<file path="config.mk">
export PLATFORM = sky130hd
export DESIGN_NAME = cbcs_sequencer
export DESIGN_NICKNAME = d
export VERILOG_FILES = /design/src/design/cbcs_pkg.sv /design/src/design/cbcs_opt_resolver.sv /design/src/design/cbcs_sequencer.sv
export SDC_FILE = /design/constraint.sdc
export NUM_CORES = 1
export LEC_CHECK = 0
export ABC_AREA = 0
export BUFFER_PORTS_ARGS = -buffer_cell sky130_fd_sc_hd__clkbuf_2
export CAP_MARGIN = 10
export CORE_MARGIN = 2
export CORE_UTILIZATION = 52
export DETAILED_ROUTE_END_ITERATION = 12
export PLACE_DENSITY = 0.88
export SLEW_MARGIN = 20
export SYNTH_ARGS = -nofsm -noshare
export SYNTH_HDL_FRONTEND = slang
export SYNTH_SLANG_ARGS = --single-unit
</file>
<file path="constraint.sdc">
create_clock -name CLK -period 3.2 [get_ports CLK]
set_input_delay 0.64 -clock CLK [delete_from_list [all_inputs] [get_ports CLK]]
set_output_delay 0.64 -clock CLK [all_outputs]
set_load 0.05 [all_outputs]
</file>
<file path="src/design/cbcs_pkg.sv">
package cbcs_pkg;

   localparam int CODE_W = 5;
   localparam int PAGE_W = 8;
   localparam int BR_IDX_W = 2;

   // Cycle classes presented by the execution unit, one per CPU cycle
   typedef enum logic [CODE_W-1:0] {
      CY_FREE    = 5'h00,
      CY_PFETCH  = 5'h01,
      CY_OPT     = 5'h02,
      CY_PG_RD   = 5'h03,
      CY_IND_PTR = 5'h04,
      CY_IND_PG  = 5'h05,
      CY_PG_WR   = 5'h06,
      CY_RD8     = 5'h07,
      CY_RD16    = 5'h08,
      CY_PUSH8   = 5'h09,
      CY_PUSH16  = 5'h0a,
      CY_WR8     = 5'h0b,
      CY_WR16    = 5'h0c,
      CY_PULL8   = 5'h0d,
      CY_PULL16  = 5'h0e,
      CY_VEC     = 5'h0f,
      CY_CRD8    = 5'h10,
      CY_CRD16   = 5'h11,
      CY_CWR8    = 5'h12
   } cbcs_cyc_e;

   // Stretch states, Gray ordered along bus -> second half -> misalign -> slow
   typedef enum logic [1:0] {
      ST_BUS  = 2'b00,
      ST_HALF = 2'b01,
      ST_MIS  = 2'b11,
      ST_SLOW = 2'b10
   } cbcs_st_e;

   localparam logic [BR_IDX_W-1:0] BR_SHORT_NT_LEN = 2'h1;
   localparam logic [BR_IDX_W-1:0] BR_SHORT_TK_LEN = 2'h3;
   localparam logic [BR_IDX_W:0]   BR_LONG_NT_LEN  = 3'h3;
   localparam logic [BR_IDX_W:0]   BR_LONG_TK_LEN  = 3'h4;
   localparam logic [PAGE_W-1:0]   PAGE_RST        = 8'h00;

endpackage : cbcs_pkg

</file>
<file path="src/design/cbcs_opt_resolver.sv">
`timescale 1ns/10ps
module cbcs_opt_resolver
   import cbcs_pkg::*;
(
   input  wire logic      clk,
   input  wire logic      rst,
   input  wire logic      take,
   input  wire logic      insn_start,
   input  wire logic      is_prebyte,
   input  wire logic      first_mis,
   input  wire logic      odd_len,
   input  wire cbcs_cyc_e code_in,
   output cbcs_cyc_e      code_out
);

   logic pb_seen_q;
   logic pb_seen_d;
   logic pb_fetch_q;
   logic pb_fetch_d;
   logic seen_now;
   logic fetch_now;

   always_comb
   begin
      code_out   = code_in;
      seen_now   = insn_start ? 1'b0 : pb_seen_q;
      fetch_now  = insn_start ? 1'b0 : pb_fetch_q;
      pb_seen_d  = seen_now;
      pb_fetch_d = fetch_now;
      if (code_in == CY_OPT)
      begin
         if (is_prebyte)
         begin
            code_out   = first_mis ? CY_PFETCH : CY_FREE;
            pb_seen_d  = 1'b1;
            pb_fetch_d = first_mis;
         end
         else if (seen_now)
            code_out = fetch_now ? CY_FREE : CY_PFETCH;
         else
            code_out = (first_mis && odd_len) ? CY_PFETCH : CY_FREE;
      end
   end

   // Only a cycle the CPU actually completes may advance the prebyte history
   always_ff @(posedge clk or posedge rst)
   begin
      if (rst)
      begin
         pb_seen_q  <= 1'b0;
         pb_fetch_q <= 1'b0;
      end
      else if (take)
      begin
         pb_seen_q  <= pb_seen_d;
         pb_fetch_q <= pb_fetch_d;
      end
   end

endmodule : cbcs_opt_resolver

</file>
<file path="src/design/cbcs_sequencer.sv">
`timescale 1ns/10ps
module cbcs_sequencer
   import cbcs_pkg::*;
(
   input  wire logic              CLK,
   input  wire logic              RST,
   input  wire logic              CYC_VALID,
   input  wire cbcs_cyc_e         CYC_CODE,
   input  wire logic              CYC_INSN_START,
   input  wire logic              CYC_PREBYTE,
   input  wire logic              CYC_ODD_LEN,
   input  wire logic              CYC_MISALIGNED,
   input  wire logic              CYC_ADDR_EXT,
   input  wire logic              CYC_COND_HIT,
   input  wire logic [PAGE_W-1:0] CYC_PAGE_WDATA,
   input  wire logic              BR_REQ,
   input  wire logic              BR_LONG,
   input  wire logic              BR_TAKEN,
   input  wire logic              EXT_BUS_NARROW,
   input  wire logic              PGM_EXT,
   input  wire logic              STACK_EXT,
   input  wire logic              SLOW_CS,
   input  wire logic              MISALIGN_OK,
   input  wire logic              STRETCH_REQ,
   output logic                   CPU_CLK_EN,
   output logic                   BR_BUSY,
   output cbcs_cyc_e              ACC_CODE,
   output logic                   ACC_VALID,
   output logic                   ACC_WIDE,
   output logic                   ACC_WRITE,
   output logic                   ACC_HIGH_HALF,
   output logic                   BUS_FREE,
   output logic [PAGE_W-1:0]      PAGE_RD_DATA,
   output logic [PAGE_W-1:0]      PROGRAM_PAGE
);

   cbcs_st_e              st_q;
   cbcs_st_e              st_d;
   logic                  half_q;
   logic                  half_d;
   logic                  mis_q;
   logic                  mis_d;
   logic                  slow_q;
   logic                  slow_d;
   logic                  hold;
   logic                  take;

   logic                  br_busy_q;
   logic                  br_busy_d;
   logic                  br_long_q;
   logic                  br_long_d;
   logic                  br_tk_q;
   logic                  br_tk_d;
   logic                  br_mis_q;
   logic                  br_mis_d;
   logic [BR_IDX_W:0]     br_idx_q;
   logic [BR_IDX_W:0]     br_idx_d;
   logic                  br_on;
   logic                  br_lng;
   logic                  br_tkn;
   logic [BR_IDX_W:0]     br_idx;
   logic [BR_IDX_W:0]     br_len;

   cbcs_cyc_e             raw_code;
   cbcs_cyc_e             res_code;
   logic                  pre_c;
   logic                  start_c;
   logic                  fmis_c;
   logic                  odd_c;
   logic                  wide_c;
   logic                  bus_c;
   logic                  write_c;
   logic                  tgt_ext;
   logic                  need_half;
   logic                  need_mis;

   cbcs_cyc_e             code_q;
   cbcs_cyc_e             code_d;
   logic                  valid_q;
   logic                  valid_d;
   logic                  wide_q;
   logic                  wide_d;
   logic                  write_q;
   logic                  write_d;
   logic                  hi_q;
   logic                  hi_d;
   logic [PAGE_W-1:0]     page_q;
   logic [PAGE_W-1:0]     page_d;
   logic [PAGE_W-1:0]     prd_q;
   logic [PAGE_W-1:0]     prd_d;

   // Class sequence of a branch: index, long form, taken
   function automatic cbcs_cyc_e br_code(input logic [BR_IDX_W:0] idx,
                                         input logic lng,
                                         input logic tkn);
      br_code = CY_PFETCH;
      if (lng && (idx == 3'h0))
         br_code = CY_OPT;
      else if (lng && !tkn && (idx == 3'h2))
         br_code = CY_OPT;
   endfunction : br_code

   // Stretch control: the CPU clock enable is the only handshake to execution
   always_comb
   begin
      hold = 1'b0;
      st_d = st_q;
      case (st_q)
         ST_BUS:
         begin
            hold = half_q || mis_q || (slow_q && STRETCH_REQ);
            st_d = half_q ? ST_HALF : mis_q ? ST_MIS : (slow_q && STRETCH_REQ) ? ST_SLOW : ST_BUS;
         end
         ST_HALF:
         begin
            hold = mis_q || (slow_q && STRETCH_REQ);
            st_d = mis_q ? ST_MIS : (slow_q && STRETCH_REQ) ? ST_SLOW : ST_BUS;
         end
         ST_MIS:
         begin
            hold = slow_q && STRETCH_REQ;
            st_d = hold ? ST_SLOW : ST_BUS;
         end
         ST_SLOW:
         begin
            hold = STRETCH_REQ;
            st_d = hold ? ST_SLOW : ST_BUS;
         end
         default:
         begin
            hold = 1'b0;
            st_d = ST_BUS;
         end
      endcase
   end

   assign take       = !hold;
   assign CPU_CLK_EN = take;

   // Branch sequencing overrides the execution unit's class stream
   always_comb
   begin
      br_on  = br_busy_q || BR_REQ;
      br_lng = br_busy_q ? br_long_q : BR_LONG;
      br_tkn = br_busy_q ? br_tk_q : BR_TAKEN;
      br_idx = br_busy_q ? br_idx_q : 3'h0;
      if (br_lng)
         br_len = br_tkn ? BR_LONG_TK_LEN : BR_LONG_NT_LEN;
      else
         br_len = {1'b0, br_tkn ? BR_SHORT_TK_LEN : BR_SHORT_NT_LEN};
      br_busy_d = br_busy_q;
      br_long_d = br_long_q;
      br_tk_d   = br_tk_q;
      br_mis_d  = br_mis_q;
      br_idx_d  = br_idx_q;
      if (take && br_on)
      begin
         br_long_d = br_lng;
         br_tk_d   = br_tkn;
         br_mis_d  = br_busy_q ? br_mis_q : CYC_MISALIGNED;
         br_idx_d  = 3'((br_idx + 3'h1));
         br_busy_d = (3'((br_idx + 3'h1)) != br_len);
      end
   end

   assign BR_BUSY = br_busy_q;

   always_comb
   begin
      if (br_on)
      begin
         raw_code = br_code(br_idx, br_lng, br_tkn);
         pre_c    = br_lng && (br_idx == 3'h0);
         start_c  = (br_idx == 3'h0);
         fmis_c   = br_busy_q ? br_mis_q : CYC_MISALIGNED;
         odd_c    = 1'b1;
      end
      else
      begin
         raw_code = CYC_VALID ? CYC_CODE : CY_FREE;
         pre_c    = CYC_VALID && CYC_PREBYTE;
         start_c  = CYC_VALID && CYC_INSN_START;
         fmis_c   = CYC_MISALIGNED;
         odd_c    = CYC_ODD_LEN;
      end
   end

   cbcs_opt_resolver u_opt (
      .clk        (CLK),
      .rst        (RST),
      .take       (take),
      .insn_start (start_c),
      .is_prebyte (pre_c),
      .first_mis  (fmis_c),
      .odd_len    (odd_c),
      .code_in    (raw_code),
      .code_out   (res_code)
   );

   // Classification of the resolved cycle
   always_comb
   begin
      wide_c  = 1'b0;
      bus_c   = 1'b1;
      write_c = 1'b0;
      tgt_ext = CYC_ADDR_EXT;
      case (res_code)
         CY_FREE:    bus_c = 1'b0;
         CY_PG_RD:   bus_c = 1'b0;
         CY_PG_WR:   bus_c = 1'b0;
         CY_PFETCH, CY_VEC:
         begin
            wide_c  = 1'b1;
            tgt_ext = PGM_EXT;
         end
         CY_IND_PTR, CY_RD16:
            wide_c = 1'b1;
         CY_WR16:
         begin
            wide_c  = 1'b1;
            write_c = 1'b1;
         end
         CY_PUSH16:
         begin
            wide_c  = 1'b1;
            write_c = 1'b1;
            tgt_ext = STACK_EXT;
         end
         CY_PULL16:
         begin
            wide_c  = 1'b1;
            tgt_ext = STACK_EXT;
         end
         CY_PUSH8:   write_c = 1'b1;
         CY_WR8:     write_c = 1'b1;
         CY_CRD16:
         begin
            bus_c  = CYC_COND_HIT;
            wide_c = CYC_COND_HIT;
         end
         CY_CRD8:    bus_c = CYC_COND_HIT;
         CY_CWR8:
         begin
            bus_c   = CYC_COND_HIT;
            write_c = CYC_COND_HIT;
         end
         default:    bus_c = 1'b1;
      endcase
   end

   // Program and vector words are always aligned, so only data words can misalign
   assign need_half = wide_c && EXT_BUS_NARROW && tgt_ext;
   assign need_mis  = wide_c && CYC_MISALIGNED && !MISALIGN_OK &&
                      !br_on && (res_code != CY_PFETCH) && (res_code != CY_VEC);

   always_comb
   begin
      half_d  = half_q;
      mis_d   = mis_q;
      slow_d  = slow_q;
      code_d  = code_q;
      valid_d = valid_q;
      wide_d  = wide_q;
      write_d = write_q;
      hi_d    = hi_q;
      page_d  = page_q;
      prd_d   = prd_q;
      if (take)
      begin
         code_d  = res_code;
         valid_d = bus_c;
         wide_d  = wide_c;
         write_d = write_c;
         hi_d    = 1'b0;
         half_d  = need_half;
         mis_d   = need_mis;
         slow_d  = bus_c && SLOW_CS;
         if (res_code == CY_PG_RD)
            prd_d = page_q;
         if (res_code == CY_PG_WR)
            page_d = CYC_PAGE_WDATA;
      end
      else if (st_q == ST_BUS && half_q)
      begin
         half_d = 1'b0;
         hi_d   = 1'b1;
      end
      else if (st_q != ST_SLOW && mis_q)
         mis_d = 1'b0;
   end

   always_ff @(posedge CLK or posedge RST)
   begin
      if (RST)
      begin
         st_q      <= ST_BUS;
         half_q    <= 1'b0;
         mis_q     <= 1'b0;
         slow_q    <= 1'b0;
         br_busy_q <= 1'b0;
         br_long_q <= 1'b0;
         br_tk_q   <= 1'b0;
         br_mis_q  <= 1'b0;
         br_idx_q  <= 3'h0;
         code_q    <= CY_FREE;
         valid_q   <= 1'b0;
         wide_q    <= 1'b0;
         write_q   <= 1'b0;
         hi_q      <= 1'b0;
         page_q    <= PAGE_RST;
         prd_q     <= PAGE_RST;
      end
      else
      begin
         st_q      <= st_d;
         half_q    <= half_d;
         mis_q     <= mis_d;
         slow_q    <= slow_d;
         br_busy_q <= br_busy_d;
         br_long_q <= br_long_d;
         br_tk_q   <= br_tk_d;
         br_mis_q  <= br_mis_d;
         br_idx_q  <= br_idx_d;
         code_q    <= code_d;
         valid_q   <= valid_d;
         wide_q    <= wide_d;
         write_q   <= write_d;
         hi_q      <= hi_d;
         page_q    <= page_d;
         prd_q     <= prd_d;
      end
   end

   assign ACC_CODE      = code_q;
   assign ACC_VALID     = valid_q;
   assign ACC_WIDE      = wide_q;
   assign ACC_WRITE     = write_q;
   assign ACC_HIGH_HALF = hi_q;
   assign BUS_FREE      = !valid_q;
   assign PAGE_RD_DATA  = prd_q;
   assign PROGRAM_PAGE  = page_q;

endmodule : cbcs_sequencer

</file>
[Word-level counts from Yosys, hierarchy flattened]
Cells that the tools add are included.
Cells by class
  add/subtract/negate cells: 1
  eq/ne operators: 26
  multiplexer cells: 44
  bitwise logic cells: 1
  reduce and logical (&&, ||, !) cells: 39
Operators with widths (count)
  == test 5 x 4 -> 1 bit, second input constant: 7
  two-way mux 5 bit: 5
  two-way mux 1 bit: 23
  logical AND 1 bit: 18
  == test 5 bit, second input constant: 3
  two-way mux 2 bit: 7
  == test 5 x 2 -> 1 bit, second input constant: 2
  == test 5 x 3 -> 1 bit, second input constant: 2
  two-way mux 3 bit: 3
  one-hot mux 1 bit (2 select lines): 4
  one-hot mux 2 bit (4 select lines): 1
  OR reduction 7 bit: 1
  AND reduction 2 bit: 3
  OR reduction 3 bit: 2
  == test 5 x 1 -> 1 bit, second input constant: 1
  logical NOT 1 bit: 5
  logical NOT 5 bit: 1
  != test 5 x 1 -> 1 bit, second input constant: 1
  != test 5 x 4 -> 1 bit, second input constant: 1
  == test 2 bit, second input constant: 2
  logical OR 1 bit: 4
  != test 2 x 1 -> 1 bit, second input constant: 2
  != test 2 bit, second input constant: 2
  one-hot mux 1 bit (4 select lines): 1
  other kinds (9): 10
Storage, ports and cells
  bits in registers: 39
  bits of input ports: 31

[Logic depth before layout (Yosys ltp)]
Gate-level depths: netlist of run 1.
  word-level depth: 18
  depth in mapped cells: 11
  gate-level depth less buffers: 8

[By module]
From an unflattened synthesis of run 1, not the netlist that was laid out.
Second synthesis, totals
  cells, all modules: 195
  area, all modules: 2182.1 um2
Modules (own cells, without submodules)
  cbcs_sequencer: times used 1, cells an instance 173, area an instance 2021.9 um2, sequential area each 925.9 um2
  cbcs_opt_resolver: times used 1, cells an instance 22, area an instance 160.2 um2, sequential area each 50.0 um2

[Worst setup path after synthesis of run 1]
No wires, ideal clock.
  path type: register to register
  start: register br_busy_q, in the netlist BR_BUSY
  end: register page_q[0], in the netlist PROGRAM_PAGE[0]
  library setup time: 0.125 ns
  arrival: 3.134 ns
  required time: 3.075 ns
  setup slack: -0.059 ns
  cell stages (with the launch flop): 11
  period minus slack after synthesis: 3.259 ns
  cells stage by stage: dfrtp_1 clkbuf_1 clkbuf_1 mux2i_1 ha_1 nand3b_1 a222oi_1 nand2_1 or3_1 nor2_4 mux2_2
Between the ends
  cells in the longest elaborated chain, start to end: 11
RTL lines
  start: declaration: line cbcs_sequencer.sv:48  | logic br_busy_q;
  start signal: assignment: line cbcs_sequencer.sv:319  | br_busy_q <= br_busy_d;
  branches (longest 8 deep; another with two-way mux 5 bit)
  two-way mux 5 bit (*): line cbcs_opt_resolver.sv:30  | if (code_in == CY_OPT)
  == test 5 x 3 -> 1 bit (*): line cbcs_sequencer.sv:280  | if (res_code == CY_PG_WR)
  AND reduction 2 bit (no line) (*)
  end signal: assignment: line cbcs_sequencer.sv:329  | page_q <= page_d;
  end: declaration: line cbcs_sequencer.sv:87  | logic [PAGE_W-1:0] page_q;
Every way passes the cells marked *.
A chain may end at the register's enable or synchronous reset.

[Final worst setup path of run 1]
  start: register br_busy_q, in the netlist BR_BUSY
  end: register page_q[1], in the netlist PROGRAM_PAGE[1]
Same word-level chain as after synthesis.

==> results_dict.tcl, run 1 <==
set metrics [dict create \
    clock_insertion_delay_at_the_later_pin_of_the_skew_report_ps 300 \
    startpoint_type "register" \
    worst_slew_pin_slew_ps 719 \
    antenna_left 0 \
    grt_pass1_vias 1771 \
    finalSetupTns_ps 0 \
    gr-usage-met1 0.287 \
    dominantRegCellSynth "sky130_fd_sc_hd__dfrtp_1" \
    clk_path_buf_depth 2 \
    buffers_on_ports 58 \
    area_growth_syn_to_layout_pct 19.4 \
    root_buffer "sky130_fd_sc_hd__clkbuf_8" \
    synth-async-reset-ratio 1.00 \
    drv_cap 0 \
    final_nets 317 \
    synth_warnings 0 \
    syn_area_sq_um 2180 \
    floorplan.core_area_sq_um 4030 \
    ctsResizeCount 0 \
    grt_pass1_wl_um 7850 \
    power.switching_mw 1.19 \
    via_count 1936 \
    initial_core_util 0.541 \
    fin_skew_ps 6.15 \
    power-per-cell-area_nw_per_um2 952 \
    p_seq_frac 0.325 \
    num_io_pins 59 \
    clock_pin_transition_on_the_worst_setup_and_hold_timing_paths_ps 80 \
    timing.final.crit_period_ps 2800 \
    htreeDepth 2 \
    run_status "finished, final reports clean" \
    post_synth.cell_area_avg_sq_um 9.69 \
    most-common-layout-cells "58 x sky130_fd_sc_hd__clkbuf_2, 38 x sky130_fd_sc_hd__dfrtp_1, 32 x sky130_fd_sc_hd__nand2_1" \
    slew_viol_final 0 \
    core.rowCount 23 \
    critical_path.endpoint_type "register" \
    vdd.ir_drop.worst_mv 0.501 \
    avgRoutedWirePerCell_um 14.8 \
    synth_nets 259 \
    use_met3 0.0536 \
    power.share.switching 0.481 \
    internal_power_of_the_cells_mw 1.29 \
    total_routed_length_um 4930 \
    floorplan.die_area_sq_um 4730 \
    ys_seq_elements 39 \
    fmaxAchievable_mhz 357 \
    first_pass_iters 4 \
    antenna_cells 0 \
    vias_per_cell 5.80 \
    clock_power_share 0.132 \
    hold_path_class "in2async" \
    dp_hpwl_um 3650 \
    synth_enable_flop_cells 0 \
    grt-busiest-layer "met2" \
    power.total_mw 2.48 \
    worst-r2r-setup-slack_ps 400 \
    worstSetupPathType "reg2reg" \
    synthesis.instances 225 \
    cts_hold_buffers 0 \
    grt_use_met2 0.361 \
    rsz0062_at_grt "false" \
    cts.sinks 39 \
    drc_errors 0 \
    finalHoldViolations 0 \
    cts.repair_timing.setup_buffer_count 0 \
    setup_viol_count_final 0 \
    critPathArrivalTime_ps 2980 \
    cellLeakagePower_nw 1.30 \
    cts_tree "built" \
    cts-buffers-inserted 5 \
    seq_area_frac_synth 0.448 \
    gr-usage-all-layers 0.226 \
    grt_antenna_before_repair 0 \
    comb_power_share 0.542 \
    maximum_number_of_pins_on_one_net_before_global_route_repair 29 \
    cp.required_ps 3380 \
    synthDistinctLibCells 52 \
    max_slew_margin 0.516 \
    drive_above_1_share 0.338 \
    drt_iter0_markers 101 \
    die_y_um 68.8 \
    gp_congestion 0.815 \
    min_period_over_period 0.874 \
    gr-total-overflow 0 \
    worstPathMaxFanout 25 \
    mostFrequentLayoutCell "sky130_fd_sc_hd__clkbuf_2" \
    die_x_um 68.8 \
    num-fill-cells 339 \
]
-- critical path, stage by stage (launching register included) --
cell and delay [ps]:
sky130_fd_sc_hd__dfrtp_2 600, sky130_fd_sc_hd__mux2i_1 300, sky130_fd_sc_hd__ha_1 180, sky130_fd_sc_hd__nand3b_1 70
sky130_fd_sc_hd__a222oi_1 360, sky130_fd_sc_hd__nand2_1 120, sky130_fd_sc_hd__or3_1 400, sky130_fd_sc_hd__nor2_4 270
sky130_fd_sc_hd__mux2_2 380
-- state kept, by name, indices dropped and copies added, names as in the netlist, 2 cells and up --
name and count:
PAGE_RD_DATA 8, PROGRAM_PAGE 8, ACC_CODE 5, br_idx_q 3, st_q 2
-- final timing paths --
kind                              from               to  depth (start not counted)
hold reg to reg            ACC_CODE[3]      ACC_CODE[3]                          2
max in group asynchronous          RST  PAGE_RD_DATA[0]                          3
setup reg to reg               BR_BUSY  PROGRAM_PAGE[1]                          8
min in group CLK           ACC_CODE[3]      ACC_CODE[3]                          2
setup / recovery               BR_BUSY  PROGRAM_PAGE[1]                          8
hold / removal                     RST  PAGE_RD_DATA[6]                          2
-- cell usage after synthesis, drive strengths merged (2+ instances only) --
cell,instances,area share
nand2,32,0.055
and4,2,0.0080
mux2,19,0.098
nor3,3,0.0092
o21ai,14,0.032
o31ai,3,0.010
nand2b,2,0.0057
a21oi,11,0.025
nand4,3,0.0086
xnor2,2,0.0080
a21boi,3,0.010
o211a,2,0.0092
inv,9,0.015
or3,3,0.0086
nor2b,2,0.0057
nor2,16,0.031
a21o,4,0.014
nand3b,6,0.021
clkbuf,9,0.016
mux2i,3,0.014
nand3,7,0.016
dfrtp,39,0.45
buf,4,0.014
a211o,2,0.0080
ha,3,0.017
-- routing by layer --
layer  share of wire  vias up
li1                -      936
met1            0.42      932
met2            0.49       56
met3           0.057       12
met4           0.027        0
met5               0        -
-- metrics by stage --
stage	cells	cell area, sq um	worst slack, ps	hold slack [ps]	utilization
5_1_grt	334	2610	187	433	0.647
3_5_place_dp	326	2520	383	459	0.625
4_1_cts	334	2610	388	483	0.647
3_3_place_gp	326	2520	423	451	0.625
2_1_floorplan	225	2180	90.4	446	-
6_report	334	2610	402	379	0.647
-- layout make-up --
cell class / count / area (sq um) / share of cell area
Sequential cell: 39 / 977 / 0.375
Timing Repair Buffer: 64 / 335 / 0.129
Clock buffer: 6 / 72.6 / 0.0279
Clock inverter: 2 / 12.5 / 0.00480
Tap cell: 50 / 62.6 / 0.0240
Inverter: 9 / 33.8 / 0.0130
Multi-Input combinational cell: 164 / 1110 / 0.427
-- power by group through the flow --
stage / registers, mW / clock network (mW) / logic, mW
after floorplan: 1.02 / 0 / 0.835
after global placement: 0.806 / 0 / 1.32
after detailed placement: 0.813 / 0 / 1.34
after CTS: 0.805 / 0.335 / 1.34
after global routing: 0.832 / 0.362 / 1.48
final: 0.807 / 0.328 / 1.34
-- logic make-up after synthesis --
kind of cell / count (synthesis) / synth area share
buffers and inverters: 22 / 0.0459
xor gates and xnor gates: 2 / 0.00803
muxes: 22 / 0.112
and+or+nand+nor: 81 / 0.188
DFF: 39 / 0.448
AOI/OAI and AO/OA: 56 / 0.181
adders and majority gates: 3 / 0.0172
Note: power is estimated with default switching activity, not from simulation.
==> inputs of run 2 (changes only) <==
==> constraint.sdc (replaced) <==
create_clock -name CLK -period 2.9 [get_ports CLK]
set_input_delay 0.58 -clock CLK [delete_from_list [all_inputs] [get_ports CLK]]
set_output_delay 0.58 -clock CLK [all_outputs]
set_load 0.05 [all_outputs]
==> run 2 against run 1 <==
Net effect: cell count is 0.60% higher; combinational power is 15% higher; cell area up 0.91%; register-to-register slack got worse by 130 ps; global-route usage up 0.59 points; die area unchanged; largest power group unchanged; setup slack lost 130 ps; sequential power increased by 7.7%; utilization grew 0.59 points.
==> results_dict.tcl, run 2 (same netlist as run 1, synthesis figures left out) <==
set metrics [dict create \
    clk_path_buf_depth 2 \
    antenna_cells 0 \
    root_buffer "sky130_fd_sc_hd__clkbuf_8" \
    max_slew_margin 0.508 \
    slew_viol_final 0 \
    gr-usage-all-layers 0.232 \
    num_io_pins 59 \
    area_growth_syn_to_layout_pct 20.5 \
    cts_hold_buffers 0 \
    worst_r2r_end "PROGRAM_PAGE[0]" \
    drive_above_1_share 0.346 \
    seq_area_sq_um 977 \
    die_x_um 68.8 \
    worst-r2r-setup-slack_ps 270 \
    most-common-layout-cells "58 x sky130_fd_sc_hd__clkbuf_2, 38 x sky130_fd_sc_hd__dfrtp_1, 32 x sky130_fd_sc_hd__nand2_1" \
    buffers_on_ports 58 \
    worstSetupPathType "reg2reg" \
    worstPathMaxFanout 9 \
    timing.reg2reg.worst_path_depth 8 \
    fmaxAchievable_mhz 380 \
    min_period_over_period 0.907 \
    finalHoldViolations 0 \
    crit_path_top_delay_cell "sky130_fd_sc_hd__dfrtp_2" \
    run_status "finished, final reports clean" \
    drv_cap 0 \
    r2r_path_start "BR_BUSY" \
    met2_wirelength_um 2520 \
    cts_tree "built" \
    worst_slew_pin_slew_ps 730 \
    antenna_left 0 \
    grt_pass1_vias 1836 \
    top_layer "met4" \
    first_pass_iters 4 \
    dp_hpwl_um 3810 \
    vdd.ir_drop.worst_mv 0.556 \
    finalSetupTns_ps 0 \
    cts-buffers-inserted 5 \
    startpoint_type "register" \
    cp.required_ps 3080 \
    cpPeakStageDelay_ps 450 \
    die_y_um 68.8 \
    cts.sinks 39 \
    met3RoutedLength_um 335 \
    worstPathCellList "mux2i_2, ha_1, nand3b_1, a222oi_1, nand2_1, or3_4, nor2_4, mux2_2" \
    num-fill-cells 342 \
    gp_congestion 0.845 \
    hold_path_class "in2async" \
    avgRoutedWirePerCell_um 15.4 \
    grt_antenna_before_repair 0 \
    clock_pin_transition_on_the_worst_setup_and_hold_timing_paths_ps 80 \
    power-per-cell-area_nw_per_um2 1060 \
    critical_path.endpoint_type "register" \
    multiInputGateArea_sq_um 1120 \
    rsz0062_at_grt "false" \
    drc_errors 0 \
    floorplan.die_area_sq_um 4730 \
    ctsResizeCount 0 \
    drt_iter0_markers 141 \
    timing.final.crit_period_ps 2630 \
    grt_pass1_wl_um 8110 \
    setup_viol_count_final 0 \
    cts.repair_timing.setup_buffer_count 0 \
    via_count 1949 \
    vias_per_cell 5.80 \
    maximum_number_of_pins_on_one_net_before_global_route_repair 40 \
    mostFrequentLayoutCell "sky130_fd_sc_hd__clkbuf_2" \
    total_routed_length_um 5180 \
    core.rowCount 23 \
    gr-total-overflow 0 \
    power.total_mw 2.77 \
    wirelength_met1_um 2200 \
    htreeDepth 2 \
    fin_skew_ps 13.1 \
    initial_core_util 0.541 \
    final_nets 319 \
    critPathArrivalTime_ps 2810 \
    cellLeakagePower_nw 1.31 \
    floorplan.core_area_sq_um 4030 \
    clock_insertion_delay_at_the_later_pin_of_the_skew_report_ps 300 \
]
## run 2: cell types whose count changed in the layout (fill, tap and decap cells not counted)
cell,change
sky130_fd_sc_hd__inv_2,-1
sky130_fd_sc_hd__inv_1,+1
sky130_fd_sc_hd__mux2i_1,-1
sky130_fd_sc_hd__or3_1,-1
sky130_fd_sc_hd__buf_4,+2
sky130_fd_sc_hd__or3_4,+1
sky130_fd_sc_hd__mux2i_2,+1
## run 2: worst max-delay path by stage
| stage | from | endpoint | cells after the start |
|---|---|---|---|
| 6_report | BR_BUSY | PROGRAM_PAGE[0] | 8 |
| 5_1_grt | BR_BUSY | PROGRAM_PAGE[0] | 8 |
| 4_1_cts | BR_BUSY | PROGRAM_PAGE[0] | 8 |
| 3_5_place_dp | BR_TAKEN | PROGRAM_PAGE[0] | 9 |
| 3_3_place_gp | BR_TAKEN | PROGRAM_PAGE[3] | 9 |
| 2_1_floorplan | BR_BUSY | PROGRAM_PAGE[0] | 10 |
## run 2: metal layers
metal	track usage	up-vias
li1	-	934
met4	0.108	0
met5	0	-
met3	0.0617	15
met2	0.365	73
met1	0.297	927
## run 2: area by class of cell
cell class,count,area share
Clock buffer,6,0.0276
Inverter,9,0.0129
Clock inverter,2,0.00476
Tap cell,50,0.0238
Timing Repair Buffer,66,0.133
Sequential cell,39,0.372
Multi-Input combinational cell,164,0.426
## run 2: critical path, delay by kind of cell (launching register included)
kind	cells	cell delay, ps
AO/OA/AOI/OAI	1	390
adder cells (fa/ha/maj)	1	180
flip-flops	1	450
multiplexers	2	640
AND/OR/NAND/NOR	4	860
## run 2: report_power, final
group          internal (mW)  switching, mW  leakage, nW
Clock                  0.168          0.195       0.0412
Combinational          0.547          0.996        0.753
Sequential             0.719          0.150        0.511
## run 2: stage by stage
step	hold slack (ps)	utilization	cell area (sq um)	std cells	worst slack (ps)
after floorplan	446	-	2210	225	27.8
after global placement	452	0.631	2540	328	187
after detailed placement	469	0.631	2540	328	129
after CTS	393	0.652	2630	336	271
after global routing	441	0.652	2630	336	50.4
final	378	0.652	2630	336	270
